===== src/afc_cfg_regs.vh =====
`ifndef AFC_CFG_REGS_VH
`define AFC_CFG_REGS_VH

// ****************************************
// serial frame layout
// ****************************************
`define AFC_CMD_BITS      6'd8
`define AFC_FRAME_LAST    6'd31
`define AFC_CMD_LAST      6'd7
`define AFC_CMD_DEV_HI    7
`define AFC_CMD_DEV_LO    6
`define AFC_CMD_RD        5
`define AFC_CMD_ADR_HI    4
`define AFC_DW            24

// ****************************************
// register addresses (5-bit)
// ****************************************
`define AFC_A_CAL_CUR     5'h10
`define AFC_A_FILT        5'h11
`define AFC_A_CHCFG       5'h12
`define AFC_A_GAIN0       5'h13
`define AFC_A_OFFS0       5'h17
`define AFC_A_AFE         5'h1b
`define AFC_A_STAT        5'h1c
`define AFC_A_DATA        5'h1d
`define AFC_NCH           4

// ****************************************
// channel configuration fields
// ****************************************
`define AFC_CH_EN_HI      3
`define AFC_CH_IMODE      4
`define AFC_CH_PGA_HI     8
`define AFC_CH_PGA_LO     5
`define AFC_CH_ACLK_HI    10
`define AFC_CH_ACLK_LO    9
`define AFC_CH_FCLK_HI    12
`define AFC_CH_FCLK_LO    11
`define AFC_CH_BIAS_VOLTAGE_GENERATOR      13
`define AFC_CH_W          14

// clock source codes
`define AFC_CLK_INT       2'h0
`define AFC_CLK_DRV       2'h1
`define AFC_CLK_PIN       2'h2

// ****************************************
// filter and front-end fields
// ****************************************
`define AFC_FILT_W        11
`define AFC_FT_SINC51     2'h0
`define AFC_FT_SINC3      2'h1
`define AFC_FT_ENH        2'h2
`define AFC_AFE_PULL_HI   7
`define AFC_AFE_EXC_HI    13
`define AFC_AFE_EXC_LO    8
`define AFC_AFE_W         14
`define AFC_ST_W          3

// ****************************************
// reset values
// ****************************************
`define AFC_SYNC_RST      8'h02
`define AFC_CH_RST        14'h0001
`define AFC_FILT_RST      11'h000
`define AFC_GAIN_RST      24'h400000
`define AFC_OFFS_RST      24'h800000
`define AFC_AFE_RST       14'h0000

`endif


===== src/afc_cal_mem.v =====
`timescale 1ns/1ps
`default_nettype none
`include "afc_cfg_regs.vh"

// calibration coefficient store, two registered read ports
module afc_cal_mem
(
  input  wire        mclk,    // system clock
  input  wire        we,      // write strobe
  input  wire [4:0]  waddr,   // write index
  input  wire [23:0] wdata,   // write word
  input  wire [4:0]  raddr_a, // serial read index
  output reg  [23:0] rdata_a, // serial read word
  input  wire [4:0]  raddr_b, // apply path index
  output reg  [23:0] rdata_b  // coefficient in use
);

  reg [23:0] mem_r [0:16];

  always @(posedge mclk)
  begin
    if (we && waddr <= `AFC_A_CAL_CUR)
      mem_r[waddr] <= wdata;
    rdata_a <= (raddr_a <= `AFC_A_CAL_CUR) ? mem_r[raddr_a] : 24'h000000;
    rdata_b <= (raddr_b <= `AFC_A_CAL_CUR) ? mem_r[raddr_b] : 24'h000000;
  end

endmodule // afc_cal_mem

`default_nettype wire


===== src/afc_cfg_top.v =====
// Notes on behaviour
// - four filter registers, one per channel, each holding its own data rate.
// - one shared filter address; a write copies into every enabled channel.
// - each of four channels has its own gain and offset register.
// - voltage mode applies one of sixteen coefficients chosen by amplifier gain.
// - current mode applies a seventeenth coefficient of its own, whatever the gain.
// - registers are reached only through the four-wire serial port.
// - a device answers only frames carrying its two-pin address.
// - two internal oscillators, one for converter, one for front end.
// - clock pin either drives the internal clock out or takes one in.
// - filter type selects sinc5 plus sinc1, sinc3 or enhanced rejection.
// - conversion results are 24 bits wide, at most 125 kSPS.
// - each input pin has pull-up or pull-down of 1 or 100 uA.
// - two excitation sources of 100, 400, 500 uA or combinations.
// - overcurrent, overvoltage, overtemperature flagged and input shut down.
// - bias generator tying negative input to ground is software switched.
`timescale 1ns/1ps
`default_nettype none
`include "afc_cfg_regs.vh"

module afc_cfg_top
(
  input  wire        mclk,            // system clock, 20 MHz
  input  wire        srst,            // synchronous reset
  input  wire        sclk,            // serial clock from host
  input  wire        cs_n,            // serial select, low active
  input  wire        mosi,            // serial data in
  output wire        miso_o,          // serial data out
  output wire        miso_oe_n,       // low while driving serial out
  input  wire        device_select_pin_low,  // address strap bit 0
  input  wire        device_select_pin_high, // address strap bit 1
  input  wire        oc_det,          // overcurrent detector
  input  wire        ov_det,          // overvoltage detector
  input  wire        ot_det,          // overtemperature detector
  input  wire [23:0] conv_data,       // converter result
  input  wire        conv_valid,      // result strobe
  output wire [43:0] filt_flat,       // four filter words
  output wire [95:0] gain_flat,       // four gain words
  output wire [95:0] offs_flat,       // four offset words
  output wire [3:0]  chan_en,         // enabled channels
  output wire        imode,           // current mode
  output wire [3:0]  pga_gain,        // amplifier gain code
  output wire [1:0]  adc_clk_sel,     // converter clock source
  output wire [1:0]  afe_clk_sel,     // front-end clock source
  output reg         adc_osc_en,      // converter oscillator on
  output reg         afe_osc_en,      // front-end oscillator on
  output reg         clock_inout_pin_oe_n, // low while pin drives clock
  output wire        bias_voltage_generator_en, // bias generator on
  output wire [7:0]  pull_ctrl,       // open-wire pull enables
  output wire [5:0]  excite_ctrl,     // excitation enables, two x3
  output wire [2:0]  prot_flags,      // sticky ot, ov, oc
  output reg         hv_shutdown,     // high-voltage input off
  output wire [23:0] gain_coef        // calibration coefficient applied
);

  // ****************************************
  // synchronisers
  // ****************************************
  reg  [7:0]  in_s1_r;
  reg  [7:0]  in_s2_r;
  reg         sclk_q_r;
  wire        sclk_s  = in_s2_r[0];
  wire        cs_n_s  = in_s2_r[1];
  wire        mosi_s  = in_s2_r[2];
  wire [1:0]  dev_s   = in_s2_r[4:3];
  wire [2:0]  prot_s  = in_s2_r[7:5];
  wire        sck_rise = sclk_s & ~sclk_q_r & ~cs_n_s;
  wire        sck_fall = ~sclk_s & sclk_q_r & ~cs_n_s;

  always @(posedge mclk)
  begin
    if (srst)
    begin
      in_s1_r  <= `AFC_SYNC_RST;
      in_s2_r  <= `AFC_SYNC_RST;
      sclk_q_r <= 1'b0;
    end
    else
    begin
      in_s1_r  <= {ot_det, ov_det, oc_det, device_select_pin_high,
                   device_select_pin_low, mosi, cs_n, sclk};
      in_s2_r  <= in_s1_r;
      sclk_q_r <= sclk_s;
    end
  end

  // ****************************************
  // helpers
  // ****************************************
  // lowest enabled channel, used for filter read-back
  function [1:0] low_chan;
    input [3:0] en;
    begin
      low_chan = en[0] ? 2'd0 : en[1] ? 2'd1 : en[2] ? 2'd2 : en[3] ? 2'd3 : 2'd0;
    end
  endfunction

  // true when a lies in the 4-word bank starting at base
  function in_bank;
    input [4:0] a;
    input [4:0] base;
    begin
      in_bank = (a >= base) && (a < base + 5'd4);
    end
  endfunction

  // word index inside a 4-word bank, cut to two bits on purpose
  function [1:0] bank_idx;
    input [4:0] a;
    input [4:0] base;
    reg   [4:0] diff;
    begin
      diff     = a - base;
      bank_idx = diff[1:0];
    end
  endfunction

  // ****************************************
  // serial frame engine
  // ****************************************
  reg  [5:0]  bit_cnt_r;
  reg  [31:0] sh_in_r;
  reg  [7:0]  cmd_r;
  reg  [23:0] sh_out_r;
  reg         load_pend_r;
  reg         load_go_r;
  reg         frame_done_r;
  reg  [23:0] rd_mux;
  wire        sel     = (cmd_r[`AFC_CMD_DEV_HI:`AFC_CMD_DEV_LO] == dev_s);
  wire        is_rd   = cmd_r[`AFC_CMD_RD];
  wire [4:0]  addr    = cmd_r[`AFC_CMD_ADR_HI:0];
  wire        wr_stb  = frame_done_r & sel & ~is_rd;
  wire [23:0] wdat    = sh_in_r[23:0];
  wire [1:0]  bidx    = bank_idx(addr, `AFC_A_GAIN0);
  wire [1:0]  oidx    = bank_idx(addr, `AFC_A_OFFS0);

  always @(posedge mclk)
  begin
    if (srst)
    begin
      bit_cnt_r    <= 6'd0;
      sh_in_r      <= 32'h00000000;
      cmd_r        <= 8'h00;
      sh_out_r     <= 24'h000000;
      load_pend_r  <= 1'b0;
      load_go_r    <= 1'b0;
      frame_done_r <= 1'b0;
    end
    else
    begin
      load_pend_r  <= 1'b0;
      load_go_r    <= load_pend_r;
      frame_done_r <= 1'b0;
      if (cs_n_s)
        bit_cnt_r <= 6'd0; // aborted frames leave the registers untouched
      else if (sck_rise)
      begin
        sh_in_r   <= {sh_in_r[30:0], mosi_s};
        bit_cnt_r <= bit_cnt_r + 6'd1;
        if (bit_cnt_r == `AFC_CMD_LAST)
        begin
          cmd_r       <= {sh_in_r[6:0], mosi_s};
          load_pend_r <= 1'b1;
        end
        if (bit_cnt_r == `AFC_FRAME_LAST)
          frame_done_r <= 1'b1;
      end
      // two cycles: memory read port must see the new address first
      if (load_go_r)
        sh_out_r <= rd_mux;
      else if (sck_fall && bit_cnt_r > `AFC_CMD_BITS)
        sh_out_r <= {sh_out_r[22:0], 1'b0};
    end
  end

  // out pin released unless this device owns the data phase
  assign miso_o    = sh_out_r[23];
  assign miso_oe_n = ~(~cs_n_s & sel & is_rd & (bit_cnt_r >= `AFC_CMD_BITS));

  // ****************************************
  // configuration registers
  // ****************************************
  reg  [`AFC_CH_W-1:0]   chcfg_r;
  reg  [`AFC_AFE_W-1:0]  afe_r;
  reg  [`AFC_FILT_W-1:0] filt_r [0:3];
  reg  [23:0]            gain_r [0:3];
  reg  [23:0]            offs_r [0:3];
  reg  [`AFC_ST_W-1:0]   stat_r;
  reg  [23:0]            data_r;
  integer                i;

  always @(posedge mclk)
  begin
    if (srst)
    begin
      chcfg_r <= `AFC_CH_RST;
      afe_r   <= `AFC_AFE_RST;
      for (i = 0; i < `AFC_NCH; i = i + 1)
      begin
        filt_r[i] <= `AFC_FILT_RST;
        gain_r[i] <= `AFC_GAIN_RST;
        offs_r[i] <= `AFC_OFFS_RST;
      end
    end
    else if (wr_stb)
    begin
      if (addr == `AFC_A_CHCFG)
        chcfg_r <= wdat[`AFC_CH_W-1:0];
      if (addr == `AFC_A_AFE)
        afe_r <= wdat[`AFC_AFE_W-1:0];
      if (addr == `AFC_A_FILT)
        for (i = 0; i < `AFC_NCH; i = i + 1)
          if (chcfg_r[i])
            filt_r[i] <= wdat[`AFC_FILT_W-1:0];
      if (in_bank(addr, `AFC_A_GAIN0))
        gain_r[bidx] <= wdat;
      if (in_bank(addr, `AFC_A_OFFS0))
        offs_r[oidx] <= wdat;
    end
  end

  // ****************************************
  // protection and result capture
  // ****************************************
  // fresh detection beats a simultaneous clear
  always @(posedge mclk)
  begin
    if (srst)
    begin
      stat_r      <= 3'h0;
      hv_shutdown <= 1'b0;
      data_r      <= 24'h000000;
    end
    else
    begin
      if (wr_stb && addr == `AFC_A_STAT)
        stat_r <= (stat_r & ~wdat[`AFC_ST_W-1:0]) | prot_s;
      else
        stat_r <= stat_r | prot_s;
      hv_shutdown <= |(stat_r | prot_s);
      if (conv_valid)
        data_r <= conv_data;
    end
  end

  // ****************************************
  // clock source control
  // ****************************************
  always @(posedge mclk)
  begin
    if (srst)
    begin
      adc_osc_en           <= 1'b1;
      afe_osc_en           <= 1'b1;
      clock_inout_pin_oe_n <= 1'b1;
    end
    else
    begin
      adc_osc_en           <= (adc_clk_sel != `AFC_CLK_PIN);
      afe_osc_en           <= (afe_clk_sel != `AFC_CLK_PIN);
      clock_inout_pin_oe_n <= (adc_clk_sel != `AFC_CLK_DRV);
    end
  end

  // ****************************************
  // calibration store
  // ****************************************
  wire [4:0]  cal_idx = imode ? `AFC_A_CAL_CUR : {1'b0, pga_gain};
  wire [23:0] cal_rd;
  wire        cal_we  = wr_stb & (addr <= `AFC_A_CAL_CUR);

  afc_cal_mem u_cal
  (
    .mclk    (mclk),
    .we      (cal_we),
    .waddr   (addr),
    .wdata   (wdat),
    .raddr_a (addr),
    .rdata_a (cal_rd),
    .raddr_b (cal_idx),
    .rdata_b (gain_coef)
  );

  // ****************************************
  // read-back mux
  // ****************************************
  always @*
  begin
    rd_mux = 24'h000000;
    if (addr <= `AFC_A_CAL_CUR)
      rd_mux = cal_rd;
    else if (addr == `AFC_A_FILT)
      rd_mux = {13'h0000, filt_r[low_chan(chcfg_r[`AFC_CH_EN_HI:0])]};
    else if (addr == `AFC_A_CHCFG)
      rd_mux = {10'h000, chcfg_r};
    else if (in_bank(addr, `AFC_A_GAIN0))
      rd_mux = gain_r[bidx];
    else if (in_bank(addr, `AFC_A_OFFS0))
      rd_mux = offs_r[oidx];
    else if (addr == `AFC_A_AFE)
      rd_mux = {10'h000, afe_r};
    else if (addr == `AFC_A_STAT)
      rd_mux = {20'h00000, hv_shutdown, stat_r};
    else if (addr == `AFC_A_DATA)
      rd_mux = data_r;
  end

  // ****************************************
  // output fan-out
  // ****************************************
  genvar g;
  generate
    for (g = 0; g < `AFC_NCH; g = g + 1)
    begin : g_flat
      assign filt_flat[g*`AFC_FILT_W +: `AFC_FILT_W] = filt_r[g];
      assign gain_flat[g*24 +: 24] = gain_r[g];
      assign offs_flat[g*24 +: 24] = offs_r[g];
    end
  endgenerate

  assign chan_en     = chcfg_r[`AFC_CH_EN_HI:0];
  assign imode       = chcfg_r[`AFC_CH_IMODE];
  assign pga_gain    = chcfg_r[`AFC_CH_PGA_HI:`AFC_CH_PGA_LO];
  assign adc_clk_sel = chcfg_r[`AFC_CH_ACLK_HI:`AFC_CH_ACLK_LO];
  assign afe_clk_sel = chcfg_r[`AFC_CH_FCLK_HI:`AFC_CH_FCLK_LO];
  assign bias_voltage_generator_en = chcfg_r[`AFC_CH_BIAS_VOLTAGE_GENERATOR];
  assign pull_ctrl   = afe_r[`AFC_AFE_PULL_HI:0];
  assign excite_ctrl = afe_r[`AFC_AFE_EXC_HI:`AFC_AFE_EXC_LO];
  assign prot_flags  = stat_r;

endmodule // afc_cfg_top

`default_nettype wire


===== config.mk =====
export PLATFORM = sky130hd
export DESIGN_NAME = afc_cfg_top
export DESIGN_NICKNAME = d
export VERILOG_FILES = /design/src/afc_cal_mem.v /design/src/afc_cfg_top.v
export VERILOG_INCLUDE_DIRS = /design/src
export SDC_FILE = /design/constraint.sdc
export NUM_CORES = 1
export LEC_CHECK = 0
export BUFFER_PORTS_ARGS = -buffer_cell sky130_fd_sc_hd__buf_2
export CAP_MARGIN = 20
export CORE_MARGIN = 2
export CORE_UTILIZATION = 56
export CTS_CLUSTER_DIAMETER = 60
export CTS_CLUSTER_SIZE = 16
export DETAILED_ROUTE_END_ITERATION = 6
export HOLD_SLACK_MARGIN = 0.02
export MAX_ROUTING_LAYER = met4
export PLACE_DENSITY = 0.76
export SLEW_MARGIN = 40
export SYNTH_ARGS = -nofsm -noshare
export SYNTH_HDL_FRONTEND = slang
export SYNTH_SLANG_ARGS = --single-unit

===== constraint.sdc =====
create_clock -name mclk -period 8.5 [get_ports mclk]
set_input_delay 0.425 -clock mclk [delete_from_list [all_inputs] [get_ports mclk]]
set_output_delay 0.425 -clock mclk [all_outputs]
set_load 0.03 [all_outputs]

Yosys cells after proc, flatten, opt, wreduce, memory -nomap -nowiden
Memory sizes are Yosys's and may differ from the RTL's. A register that Yosys moved wholly into a read port is not among the register bits.
Cells that the tools add are included.
{"block": "totals", "ff_bits": 141, "mem_bits_rw": 644, "out_inout_bits": 297, "n_memories": 4}
{"block": "classes", "add_sub_neg": 3, "magnitude_cmp": 8, "n_eq_ne": 11, "mux": 60, "bitwise": 24, "n_reduce_logical": 17}
{"memory": "u_cal.mem_r", "depth": 17, "width": 24, "read_ports": 2, "rd_clocked_by_memory_dff": 2, "wr": 1, "line": "afc_cal_mem.v:18", "source": "reg [23:0] mem_r [0:16];"}
{"memory": "gain_r", "depth": 4, "width": 24, "read_ports": 5, "rd_clocked_by_memory_dff": 0, "wr": 4, "line": "afc_cfg_top.v:186", "source": "reg [23:0] gain_r [0:3];"}
{"memory": "offs_r", "depth": 4, "width": 24, "read_ports": 5, "rd_clocked_by_memory_dff": 0, "wr": 4, "line": "afc_cfg_top.v:187", "source": "reg [23:0] offs_r [0:3];"}
{"memory": "filt_r", "depth": 4, "width": 11, "read_ports": 5, "rd_clocked_by_memory_dff": 0, "wr": 4, "line": "afc_cfg_top.v:185", "source": "reg [`AFC_FILT_W-1:0] filt_r [0:3];"}
{"op": "$mux 24", "count": 12}
{"op": "$reduce_or 24->1", "count": 2}
{"op": "$mux 11", "count": 4}
{"op": "$mux 1", "count": 36}
{"op": "$eq 5x5->1 const B", "count": 5}
{"op": "$mux 2", "count": 6}
{"op": "$and 1x1->1", "count": 10}
{"op": "$ge 5x5->1 const B", "count": 2}
{"op": "$le 5x5->1 const B", "count": 2}
{"op": "$lt 5x5->1 const B", "count": 2}
{"op": "$add 6x1->6 const B", "count": 1}
{"op": "$eq 6x3->1 const B", "count": 1}
{"op": "$eq 6x5->1 const B", "count": 1}
{"op": "$ge 6x4->1 const B", "count": 1}
{"op": "$gt 6x4->1 const B", "count": 1}
{"op": "$not 1->1", "count": 6}
{"op": "$or 3x3->3", "count": 2}
{"op": "$reduce_and 2->1", "count": 3}
{"op": "$reduce_or 3->1", "count": 2}
{"op": "$logic_and 1x1->1", "count": 5}
{"op": "$mux 5", "count": 1}
{"op": "$ne 2x2->1 const B", "count": 2}
{"op": "$or 1x1->1", "count": 4}
{"op": "$sub 2x2->2 const B", "count": 2}
{"op": "9 further kinds", "count": 10}

Logic depth before layout (Yosys ltp)
{"block": "logic_depth", "depth_word": 10, "depth_mapped": 13}

Cells and area by module
A second synthesis with hierarchy kept.
{"block": "hier_totals", "cells_unflattened": 2480, "hier_area_um2": 36765.3}
{"module": "afc_cal_mem", "n_inst": 1, "cells_per_inst": 1079, "area_per_inst_um2": 19870.3, "seq_area_each_um2": 13212.7}
{"module": "afc_cfg_top", "n_inst": 1, "cells_per_inst": 1401, "area_per_inst_um2": 16895.0, "seq_area_each_um2": 9909.5}

Least setup slack after synthesis
No wires, ideal clock.
{"block": "synth_timing", "kind": "register -> register", "startpoint": "reg cmd_r[0]", "endpoint": "mem gain_r[2][0], enable pin", "setup_time_ns": 0.439, "t_arrival_ns": 4.018, "t_required_ns": 8.061, "path_slack_ns": 4.043, "stages_incl_launch_ff": 12, "path_buffers": 7, "period_less_slack_ns": 4.457, "cell_sequence": "dfxtp_1 buf_4 buf_4 buf_4 buf_2 inv_1 ha_1 buf_2 buf_2 buf_2 nand4_1 o21ai_0"}
{"item": "start, declared", "line": "afc_cfg_top.v:123", "source": "reg [7:0] cmd_r;"}
{"item": "start signal, assigned", "line": "afc_cfg_top.v:162", "source": "cmd_r <= {sh_in_r[6:0], mosi_s};"}
{"item": "end, declared", "line": "afc_cfg_top.v:186"}

Final worst setup path
{"block": "layout_timing", "startpoint": "reg chcfg_r[5]", "endpoint": "reg u_cal.rdata_b[2] (read register of u_cal.mem_r)"}
{"block": "layout_between", "elab_chain_cells": 3}
{"item": "start, declared", "line": "afc_cfg_top.v:183", "source": "reg [`AFC_CH_W-1:0] chcfg_r;"}
{"item": "start signal, assigned", "line": "afc_cfg_top.v:196", "source": "chcfg_r <= `AFC_CH_RST;"}
{"item": "start signal, assigned", "line": "afc_cfg_top.v:208", "source": "chcfg_r <= wdat[`AFC_CH_W-1:0];"}
{"item": "$mux 5 (*)", "line": "afc_cfg_top.v:268", "source": "wire [4:0] cal_idx = imode ? `AFC_A_CAL_CUR : {1'b0, pga_gain};"}
{"item": "$le 5x5->1 (no source line)"}
{"item": "$logic_not 1->1 (no source line)"}
{"item": "end, declared", "line": "afc_cal_mem.v:15", "source": "output reg [23:0] rdata_b"}
Every way passes the cells marked *; elsewhere a longest branch is shown, timed or not.
A chain may end at the register's enable or synchronous reset.

==> results.json <==
{
  "status": "finished clean",
  "synth_xor_area_share_pct": 0.1409,
  "ios": 332,
  "post_cts_buffers": 0,
  "async_reset_ff_share_pct": 0,
  "yosys_warnings": 0,
  "critical_path_class": "reg -> reg",
  "gp_congestion": 0.9999,
  "holdWs_ps": 46.86,
  "place_area_mm2": 0.03955,
  "cts_root_buf": "clkbuf_16",
  "ys.flop_type": "edfxtp_1",
  "power.density_mw_per_mm2": 179.7,
  "power_leakage_nw": 15.10,
  "hold_violations": 0,
  "skew_ps": 39.88,
  "crit_path_start_kind": "flop",
  "initial_core_util_pct": 56.61,
  "die_w_um": 262.0,
  "portBuffers": 331,
  "grt_max_degree": 68,
  "synthesis.area_mm2": 0.03728,
  "dp.cells": 3796,
  "cts_buffers": 61,
  "cp_num_buf_inv": 3,
  "hold_start": "conv_data[22]",
  "cpMaxStageDelayCell": "buf_4",
  "vias_per_cell": 6.819,
  "final_util_pct": 63.41,
  "cts_tree": "done",
  "clock-sinks": 833,
  "tightest_slew_ps": 896.0,
  "peakVddDrop_uv": 164.9,
  "synth-edff-count": 644,
  "max_clock_freq_mhz": 279.8,
  "critPathMaxFanout": 59,
  "ant_nets": 0,
  "wire_per_inst_um": 29.86,
  "slew_viol_final": 0,
  "drt_iter0_drc": 3939,
  "nets": 3066,
  "syn_avg_cell_area_um2": 13.39,
  "clock_latency_ps": 680,
  "setup_tns_ps": 0,
  "dieArea_mm2": 0.06866,
  "grt_first_pass_wirelength_um": 169000,
  "min_path_type": "in -> reg",
  "synthMuxAreaShare_pct": 12.66,
  "min_to": "data_r[22]",
  "yosysUniqueCellTypes": 83,
  "cts_max_path_buffers": 3,
  "max_cap_viol_count": 0,
  "drive_above_1_share_pct": 25.08,
  "power.total_mw": 7.507,
  "cp_slowest_stage_delay_ps": 670,
  "core_mm2": 0.06586,
  "synth_most_common_cell": "edfxtp_1",
  "drc": 0,
  "grt_pass1_vias": 25880,
  "synth_top_family_by_area": "multiplexers",
  "dpl.hpwl_um": 72620,
  "synth_fa_ha_area_share_pct": 0.2014,
  "rsz0062_at_grt": "no",
  "rr_worst_depth": 7,
  "fin_ws_ps": 4926,
  "timing.rr.start": "chcfg_r[5]",
  "drtPass1Iterations": 7,
  "synthCells": 2785,
  "areaGrowthSynthToFinish_pct": 12.02,
  "rr_endpoint": "u_cal.rdata_b[2]",
  "synth_compound_area_share_pct": 9.591,
  "synth_common_cells": "edfxtp_1 (644), nand2_1 (315), dfxtp_1 (189), and2_1 (170), mux4_2 (148)",
  "cts-htree-levels": 2,
  "synth_area_leaders": "edfxtp_1 (52%), dfxtp_1 (10%), mux4_2 (8.9%)",
  "place_ws_ps": 4596,
  "num_vias": 26890,
  "path_cells": "buf_4 > clkinv_2 > buf_4 > a211oi_1 > a311oi_1 > a2111oi_0 > a221oi_1",
  "fin_crit_sh_pct": 42.05,
  "final_cells": 3943,
  "die_h_um": 262.0,
  "gr-usage-all-layers_pct": 34.68,
  "cp_top_family": "buffers and inverters",
  "required_ps": 8980,
  "yosys.area_share.simple_pct": 12.09,
  "grt_antenna_before_repair": 5,
  "postLayoutCellArea_mm2": 0.04177,
  "yosysTopAreaCell": "edfxtp_1",
  "ys_seq_area_share_pct": 62.02,
  "path_clk_slew_ps": 80,
  "cpMostUsedCell": "buf_4",
  "cts_resized": 0,
  "rows": 94,
  "hold_depth": 3,
  "yosysTopAreaCellShare_pct": 51.87,
  "endpoint_kind": "flop",
  "routed_wl_um": 117700,
  "crit_arrival_ps": 4050,
  "min_period_ps": 3574,
  "r2r_slack_ps": 4930,
  "ys_seq_elements": 833,
  "grt_overflow_total": 0,
  "synth_nets": 2826,
  "setup_viol": 0,
  "slew-limit-headroom_pct": 40.27
}
## cells by family after synthesis
| family | Yosys count |
|---|---|
| adders and majority gates | 6 |
| xor gates and xnor gates | 6 |
| buffers and inverters | 269 |
| AOI/OAI and AO/OA | 500 |
| and+or+nand+nor | 890 |
| muxes | 281 |
| DFF | 833 |
## final cells by class
| type | count | area (um2) |
|---|---|---|
| Tap cell | 864 | 1081 |
| Antenna cell | 5 | 12.51 |
| Clock buffer | 99 | 1720 |
| Timing Repair Buffer | 424 | 2472 |
| Clock inverter | 13 | 137.6 |
| Fill cell | 4855 | 24100 |
| Inverter | 22 | 83.83 |
| Multi-Input combinational cell | 1683 | 13090 |
| Sequential cell | 833 | 23170 |
## sequential cells by signal, indices dropped and copies added (netlist names), 14 cells and up
register       cells
afe_r             14
chcfg_r           14
data_r            24
filt_r            44
gain_r            96
offs_r            96
sh_in_r           24
sh_out_r          24
u_cal.mem_r      408
u_cal.rdata_a     24
u_cal.rdata_b     24
## placed cells by master (no fill, tap or decap), drive strengths merged, types with 15 or more instances in the layout
master,instances
nand2b,15
nand3,32
a311oi,25
edfxtp,644
dlygate4sd3,27
dfxtp,189
and2,171
a21oi,133
nor2,137
clkbuf,99
mux4,148
nand3b,23
buf,397
mux2i,88
inv,23
nor2b,37
o21ai,49
or3,15
o221ai,27
nand2,315
mux2,45
a221oi,48
o22ai,48
o41ai,21
a211oi,54
and3,96
## routing by layer
layer	vias to the layer above	share of wire, %	global-route usage, %
met5	-	0	-
met4	0	5.0	15.91
met3	377	12	6.327
met2	2036	47	53.05
met1	13360	36	45.50
li1	11110	-	-
## worst register-to-register path, cell delays in order, from the launching register on
cell	delay (ps)
dfxtp_2	460
buf_4	670
clkinv_2	610
buf_4	570
a211oi_1	380
a311oi_1	90
a2111oi_0	440
a221oi_1	170
## worst max path at each step
stage                     startpoint               end  slack (ps)  depth (start not counted)
after floorplan             cmd_r[0]      gain_r[2][0]        4040                         11
final                     chcfg_r[5]  u_cal.rdata_b[2]        4930                          7
after CTS                   cmd_r[1]      offs_r[1][8]        4520                          7
after global routing        cmd_r[0]     offs_r[2][17]        4830                          6
after global placement      cmd_r[1]     gain_r[1][23]        4430                          6
after detailed placement    cmd_r[1]      offs_r[1][4]        4600                          7
## repair_timing
| item | 4_1_cts | 5_1_grt |
|---|---|---|
| setup endpoints to repair | 0 | 0 |
| hold buffers | 27 | 0 |
| hold endpoints to repair | 27 | 0 |
## power by group
group	total, mW	switching [mW]	leakage (nW)	internal [mW]
registers	4.42	0.0395	7.75	4.38
logic	0.227	0.163	6.46	0.0639
clock network	2.86	1.45	0.891	1.40
No activity file was read; power rests on OpenSTA's default activity.
